==> src/rtl/acv_pkg.sv <==
`default_nettype none
package acv_pkg;
    // Result widths
    localparam int WORD_BITS = 16;
    localparam int DATA_BITS = 14;
    // Edge counts that bound the windows
    localparam logic [4:0] EDGE_PD_LO = 5'h02;
    localparam logic [4:0] EDGE_PD_HI = 5'h0a;
    localparam logic [4:0] EDGE_TRACK = 5'h0f;
    localparam logic [4:0] EDGE_DONE = 5'h10;
    // Timing of the host
    localparam int CLK_HZ = 40000000;
    localparam int SCLK_HZ = 2500000;
    localparam int HALF_DIV = CLK_HZ / (2 * SCLK_HZ);
    localparam logic [3:0] HALF_CYC = 4'(HALF_DIV);
    localparam int QUIET_NS = 100;
    localparam logic [3:0] QUIET_CYC = 4'((QUIET_NS * 40 + 999) / 1000);
    // Host frame lengths
    localparam logic [4:0] FRAME_FULL = 5'h10;
    localparam logic [4:0] FRAME_SLEEP = 5'h08;
endpackage
`default_nettype wire

==> src/rtl/acv_link_if.sv <==
`default_nettype none
// Link between host and converter: select, shift clock, data pin
interface acv_link_if;
    logic selN;           // Frame select, active low
    logic sclk;           // Shift clock from host
    logic resultOut;      // Serial result data level
    logic resultOe;       // High while converter drives data
    modport dev (input selN, input sclk, output resultOut,
        output resultOe);
    modport host (output selN, output sclk, input resultOut,
        input resultOe);
endinterface
`default_nettype wire

==> src/rtl/acv_device.sv <==
`default_nettype none
// Converter end: samples link pins on clk, keeps frame state
module acv_device
    import acv_pkg::*;
(
    input wire logic clk,
    input wire logic rst_n,
    acv_link_if.dev link,
    input wire logic [DATA_BITS-1:0] sampleIn,
    output logic poweredUp,
    output logic analogOn,
    output logic tracking,
    output logic validNext
);
    // ****************************************
    // Pin synchronisers
    // ****************************************
    logic [2:0] selSync_reg;   // Three stages of select
    logic [2:0] sclkSync_reg;  // Three stages of shift clock
    logic selState_reg;        // Filtered select level
    logic sclkState_reg;       // Filtered clock level
    // Shift in pins each cycle
    always_ff @(posedge clk or negedge rst_n) begin
        if (!rst_n) begin
            selSync_reg <= 3'h7;
            // Shift clock idles high, so no false edge after reset
            sclkSync_reg <= 3'h7;
        end else begin
            selSync_reg <= {selSync_reg[1:0], link.selN};
            sclkSync_reg <= {sclkSync_reg[1:0], link.sclk};
        end
    end
    // Accept level once stages two and three agree
    always_ff @(posedge clk or negedge rst_n) begin
        if (!rst_n) begin
            selState_reg <= 1'b1;
            sclkState_reg <= 1'b1;
        end else begin
            if (selSync_reg[1] == selSync_reg[2]) begin
                selState_reg <= selSync_reg[2];
            end
            if (sclkSync_reg[1] == sclkSync_reg[2]) begin
                sclkState_reg <= sclkSync_reg[2];
            end
        end
    end
    logic selFall, selRise, sclkFall, sclkRise;
    assign selFall = selState_reg && !selSync_reg[2]
        && selSync_reg[1] == selSync_reg[2];
    assign selRise = !selState_reg && selSync_reg[2]
        && selSync_reg[1] == selSync_reg[2];
    assign sclkFall = sclkState_reg && !sclkSync_reg[2]
        && sclkSync_reg[1] == sclkSync_reg[2];
    assign sclkRise = !sclkState_reg && sclkSync_reg[2]
        && sclkSync_reg[1] == sclkSync_reg[2];

    // ****************************************
    // Frame edge counter
    // ****************************************
    logic [4:0] edgeCnt_reg;   // Shift clock falls in frame
    always_ff @(posedge clk or negedge rst_n) begin
        if (!rst_n) begin
            edgeCnt_reg <= 5'h00;
        end else if (selState_reg || selFall) begin
            edgeCnt_reg <= 5'h00;
        end else if (sclkFall && edgeCnt_reg != 5'h1f) begin
            edgeCnt_reg <= edgeCnt_reg + 5'h01;
        end
    end

    // ****************************************
    // Conversion and shift register
    // ****************************************
    logic out_reg;                    // Data pin level
    logic [3:0] outIdx;               // Result bit due at this fall
    logic [DATA_BITS-1:0] held_reg;   // Held sample
    logic [DATA_BITS-1:0] sar_reg;    // Approximation register
    logic [3:0] bitIdx_reg;           // Bit under trial
    // sample on select fall, SAR steps on shift clock
    always_ff @(posedge clk or negedge rst_n) begin
        if (!rst_n) begin
            held_reg <= '0;
            sar_reg <= '0;
            bitIdx_reg <= 4'h0;
        end else if (selFall) begin
            held_reg <= sampleIn;
            sar_reg <= '0;
            bitIdx_reg <= 4'(DATA_BITS - 1);
        end else if (sclkRise && !selState_reg && bitIdx_reg != 4'hf) begin
            // straight binary trial, one code per LSB
            if ((sar_reg | (14'h0001 << bitIdx_reg)) <= held_reg) begin
                sar_reg <= sar_reg | (14'h0001 << bitIdx_reg);
            end
            bitIdx_reg <= bitIdx_reg - 4'h1;
        end
    end
    // Bit settled by the rise before this fall
    assign outIdx = 4'(EDGE_TRACK - 5'h01 - edgeCnt_reg);
    // two zeros then MSB first; select fall presents first zero
    always_ff @(posedge clk or negedge rst_n) begin
        if (!rst_n) begin
            out_reg <= 1'b0;
        end else if (selFall) begin
            // First leading zero
            out_reg <= 1'b0;
        end else if (sclkFall && !selState_reg) begin
            // present the bit the approximation just decided
            if (edgeCnt_reg == 5'h00 || edgeCnt_reg >= EDGE_TRACK) begin
                out_reg <= 1'b0;
            end else begin
                out_reg <= sar_reg[outIdx];
            end
        end
    end
    assign link.resultOut = out_reg;

    // ****************************************
    // Output enable
    // ****************************************
    logic oe_reg;  // Data pin driven
    always_ff @(posedge clk or negedge rst_n) begin
        if (!rst_n) begin
            oe_reg <= 1'b0;
        end else if (selFall) begin
            oe_reg <= 1'b1;
        end else if (sclkFall && edgeCnt_reg == EDGE_DONE - 5'h01) begin
            oe_reg <= 1'b0;
        end else if (selRise) begin
            oe_reg <= 1'b0;
        end
    end
    assign link.resultOe = oe_reg;

    // ****************************************
    // Power mode
    // ****************************************
    typedef enum logic [1:0] {
        PM_ON = 2'b00,
        PM_DOWN = 2'b01,
        PM_WAKE = 2'b10
    } acv_pm_e;
    acv_pm_e pm_reg;
    always_ff @(posedge clk or negedge rst_n) begin
        if (!rst_n) begin
            pm_reg <= PM_ON;
            validNext <= 1'b1;
        end else begin
            unique case (pm_reg)
                PM_ON: begin
                    // window two to nine; below two stays on
                    if (selRise && edgeCnt_reg >= EDGE_PD_LO
                        && edgeCnt_reg < EDGE_PD_HI) begin
                        pm_reg <= PM_DOWN;
                        validNext <= 1'b0;
                    end else if (selFall) begin
                        validNext <= 1'b1;
                    end
                end
                PM_DOWN: begin
                    // power up begins on select fall
                    if (selFall) begin
                        pm_reg <= PM_WAKE;
                    end
                end
                PM_WAKE: begin
                    if (selRise && edgeCnt_reg < EDGE_PD_HI) begin
                        pm_reg <= PM_DOWN;
                    // awake after sixteen falls, or select rise after ten; next conversion valid
                    end else if (edgeCnt_reg >= EDGE_DONE
                        || (selRise && edgeCnt_reg >= EDGE_PD_HI)) begin
                        pm_reg <= PM_ON;
                        validNext <= 1'b1;
                    end
                end
                default: pm_reg <= PM_DOWN;
            endcase
        end
    end
    always_ff @(posedge clk or negedge rst_n) begin
        if (!rst_n) begin
            analogOn <= 1'b1;
            poweredUp <= 1'b1;
        end else begin
            analogOn <= (pm_reg != PM_DOWN);
            poweredUp <= (pm_reg == PM_ON);
        end
    end
    // track after fifteen falls on next rise
    always_ff @(posedge clk or negedge rst_n) begin
        if (!rst_n) begin
            tracking <= 1'b1;
        end else if (selFall) begin
            tracking <= 1'b0;
        end else if (sclkRise && edgeCnt_reg >= EDGE_TRACK) begin
            tracking <= 1'b1;
        end else if (selRise) begin
            tracking <= 1'b1;
        end
    end
endmodule
`default_nettype wire

==> src/flat_wrapper.sv <==
// flat-port wrapper written by rule: the top's interface ports become plain ports
module acv_device_flat import acv_pkg::*;
  (clk, rst_n, sampleIn, poweredUp, analogOn, tracking, validNext, link_selN, link_sclk, link_resultOut, link_resultOe);
  acv_link_if link_i ();
  input wire logic clk;
  input wire logic rst_n;
  input wire logic [DATA_BITS-1:0] sampleIn;
  output logic poweredUp;
  output logic analogOn;
  output logic tracking;
  output logic validNext;
  input wire logic [$bits(link_i.selN)-1:0] link_selN;
  input wire logic [$bits(link_i.sclk)-1:0] link_sclk;
  output wire logic [$bits(link_i.resultOut)-1:0] link_resultOut;
  output wire logic [$bits(link_i.resultOe)-1:0] link_resultOe;
  assign link_i.selN = link_selN;
  assign link_i.sclk = link_sclk;
  assign link_resultOut = link_i.resultOut;
  assign link_resultOe = link_i.resultOe;
  acv_device u_core (.clk(clk), .rst_n(rst_n), .link(link_i), .sampleIn(sampleIn), .poweredUp(poweredUp), .analogOn(analogOn), .tracking(tracking), .validNext(validNext));
endmodule
==> config.mk <==
export PLATFORM = sky130hd
export DESIGN_NAME = acv_device_flat
export DESIGN_NICKNAME = d
export VERILOG_FILES = /design/src/rtl/acv_pkg.sv /design/src/rtl/acv_link_if.sv /design/src/rtl/acv_device.sv /design/src/flat_wrapper.sv
export SDC_FILE = /design/constraint.sdc
export NUM_CORES = 1
export LEC_CHECK = 0
export ABC_AREA = 1
export BUFFER_PORTS_ARGS = -buffer_cell sky130_fd_sc_hd__buf_2
export CORE_MARGIN = 2
export CORE_UTILIZATION = 35
export CTS_CLUSTER_DIAMETER = 200
export DETAILED_ROUTE_END_ITERATION = 7
export SLEW_MARGIN = 25
export SYNTH_ARGS = -nofsm -noshare
export SYNTH_HDL_FRONTEND = slang
export SYNTH_SLANG_ARGS = --single-unit
==> constraint.sdc <==
create_clock -name clk -period 2.7 [get_ports clk]
set_clock_uncertainty 0.05 [all_clocks]
set_input_delay 0.27 -clock clk [delete_from_list [all_inputs] [get_ports clk]]
set_output_delay 0.27 -clock clk [all_outputs]
set_load 0.01 [all_outputs]
==> impl_results.md <==
- Yosys top cell area share: 32.88%
- Hold Vio Cnt, Final: 0
- CP Max Fanout: 15
- WL/cell: 12.33 um
- Clock-pin slew on the worst setup and hold paths: 0.10 ns
- Stages on worst setup path: 15
- Layout cells sized above 1: 21.22%
- Mean Syn Cell Area: 8.105 sq um
- Final worst path period need: 2.443 ns
- Yosys Warn Count: 0
- FF-to-FF Start: u_core.bitIdx_reg[0]
- Total of max-cap violations: 0
- Largest delay share family, worst path: simple AND/OR/NAND/NOR gates
- Initial Util: 35.96%
- Critical path arrival: 2.59 ns
- Clock root cell: clkbuf_8
- CP startpoint: u_core.bitIdx_reg[0]
- Initial antenna violation count: 0
- PD cells: 861.1 mW/mm^2
- Setup CP Type: flop to flop
- CTS tree: built
- Synth top area cells: dfrtp_1 (33%), dfstp_2 (10%), nand2_1 (9.9%), ha_1 (9.2%), inv_1 (6.7%)
- Vias: 2514
- Slowest-stage cell, CP: dfrtp_1
- Most frequent cell on the critical path: nand2_1
- CP endpoint: u_core.sar_reg[6]
- # setup viols final: 0
- FF+latch count, synth: 53
- Row count: 34
- Ys flop type: dfrtp_1
- DP Wirelength: 4765 um
- Reg2Reg Depth: 15
- Setup WS post-layout: 0.2574 ns
- Largest area contributor in the netlist: dfrtp_1
- CORE AREA: 0.008678 sq mm
- Mapped cell area: 0.003120 sq mm
- Post-synth EDFFs: 0
- Final Power: 2.992 mW
- Largest net degree at the start of global routing: 54
- Max Slew Vio Count: 0
- Mapped Nets: 426
- Hold Crit Depth: 3
- Fin crit share: 90.47%
- Die extent in y: 98.42 um
- Vias in the first global route: 2475
- Post-route DRC: 0
- Antenna viol nets, final: 0
- Drt total wl: 6385 um
- Final TNS setup: 0 ns
- Netlist cell types: 28
- Worst reg2reg path endpoint: u_core.sar_reg[6]
- Worst Hold Class: input port to flop
- RSZ-0062 raised after global routing: no
- Synth Instances: 385
- Worst setup EP type: flop
- Crit-path max cell delay: 0.44 ns
- Starting DRT DRC Count: 191
- Die W: 98.42 um
- Crit-path cells: inv_1 -> ha_1 -> nand2_1 -> o21ai_1 -> ha_1 -> nand2_1 -> inv_1 -> nand2_1 -> nand2_1 -> a21oi_1 -> nand2_2 -> nand2_4 -> nand2_8 -> nand2_2 -> nand2_2
- Clk_lat worst skew: 0.31 ns
- Worst slew margin relative to its limit: 74.50%
- Worst path buffer plus inverter count: 2
- # IOs: 24
- Critical Path RT: 2.85 ns
- Number of inserted diodes: 0
- Sequential area share after synthesis: 42.98%
- Final RePlAce weighted congestion: 0.8893
- Die footprint: 0.009687 sq mm
- Maximum clock rate: 409.4 MHz
- Grt total ovfl: 0
- Startpoint types: flop
- Post-Place Worst Slack: 0.1770 ns
- Drt first pass iters: 4
- Clock Path Buffers: 2
- Tot GR Track Use: 14.39%
- Nets@finish: 450
- First-pass GRT wire length: 11350 um
- H-Tree Level Count: 2
- Outcome: finished clean
- Reg2Reg Setup Slack: 0.26 ns
- Core Util, Final: 40.04%
- Fraction of registers with async set/reset: 100.0%
- Avg Vias per Cell: 4.853
- Synth-to-Final Area Change: 11.35%
- VDD IR max: 0.0003199 V
- Tightest Pin Transition: 0.3824 ns
- CTS buffer count: 5
- Port buffer count: 23
- Leakage power: 1.769 nW
- Clock sinks: 53
==> cells in the final DEF (no fill, tap or decap), drive strengths merged, types with 2 or more instances in the layout <==
cell type    Yosys  final
o21ai           31     31
nor2            18     18
dfrtp           41     41
o21bai           2      2
dlygate4sd3      0      3
a21oi           22     22
clkinv           2      3
nand3           40     40
nor3             2      2
clkbuf           0      6
nand2          108    108
buf             10     24
o211ai           3      3
dfstp           12     12
ha              23     23
xor2             2      2
inv             59     59
nand4            3      3
a31o             5      5
==> logic make-up (layout without fill, tap and decap cells) <==
group / after synthesis / count (layout) / synth area share, %
flops: 53 / 53 / 42.98
simple gates: 172 / 172 / 26.18
compound gates: 64 / 64 / 11.31
buf+inv: 71 / 96 / 9.744
xor+xnor: 2 / 2 / 0.5614
fa+ha+maj: 23 / 23 / 9.222
==> cell type report <==
type                       instances  area (sq um)
sequential                        53          1341
tap                              108         135.1
inverter                          61         231.5
clock buffer                       6         72.57
timing repair buffer              27         165.2
fill                             887          5204
clock inverter                     2         38.79
multi-input combinational        261          1490
==> metrics by stage <==
stage               cells  hold WS, ns  cell area, sq um
finish                518       0.1050              3475
global route          518       0.1105              3475
CTS                   518      0.09177              3460
detailed placement    507       0.2372              3318
global placement      507       0.2362              3318
floorplan             385     -0.07559              3120
==> Yosys cell counts (4+ instances only) <==
| master | number |
|---|---|
| nand2_1 | 82 |
| inv_1 | 56 |
| dfrtp_1 | 41 |
| nand3_1 | 39 |
| o21ai_0 | 30 |
| ha_1 | 23 |
| a21oi_1 | 22 |
| nand2_2 | 22 |
| dfstp_2 | 12 |
| nor2_1 | 11 |
| nor2_2 | 7 |
| buf_2 | 6 |
| a31o_2 | 5 |
| nand2_4 | 4 |
==> worst reg2reg max path, cell delays in order (launching register included) <==
cell and delay [ns]:
dfrtp_1 0.44, inv_1 0.15, ha_1 0.22, nand2_1 0.09, o21ai_1 0.20, ha_1 0.27
nand2_1 0.09, inv_1 0.04, nand2_1 0.06, nand2_1 0.05, a21oi_1 0.16, nand2_2 0.09
nand2_4 0.17, nand2_8 0.14, nand2_2 0.09, nand2_2 0.04
==> worst min-delay path by stage <==
stage	startpoint	to	slack, ns
2_1_floorplan	rst_n	u_core.bitIdx_reg[0]	-0.08
3_3_place_gp	rst_n	u_core.pm_reg[1]	0.24
3_5_place_dp	rst_n	u_core.pm_reg[1]	0.24
4_1_cts	sampleIn[0]	u_core.held_reg[0]	0.09
5_1_grt	sampleIn[0]	u_core.held_reg[0]	0.11
6_report	sampleIn[0]	u_core.held_reg[0]	0.11
==> per-layer routing <==
metal | track usage [%] | up-vias | share of wire [%]
li1 | - | 1285 | -
met2 | 23.08 | 54 | 47
met3 | 2.979 | 11 | 4.6
met1 | 19.40 | 1164 | 47
met4 | 5.163 | 0 | 2.1
met5 | 0 | - | 0
==> power breakdown <==
group	internal, mW	leakage, nW	switching (mW)	total, mW
clock network	0.279	0.0554	0.264	0.543
registers	1.02	0.650	0.166	1.19
logic	0.466	1.06	0.798	1.26
==> timing repair <==
action,in CTS,in global routing
resized for setup,0,4
hold buffers,3,0
buffers inserted,0,0
hold endpoints to repair,43,0
setup endpoints to repair,0,14
(Power assumes the default switching activity.)
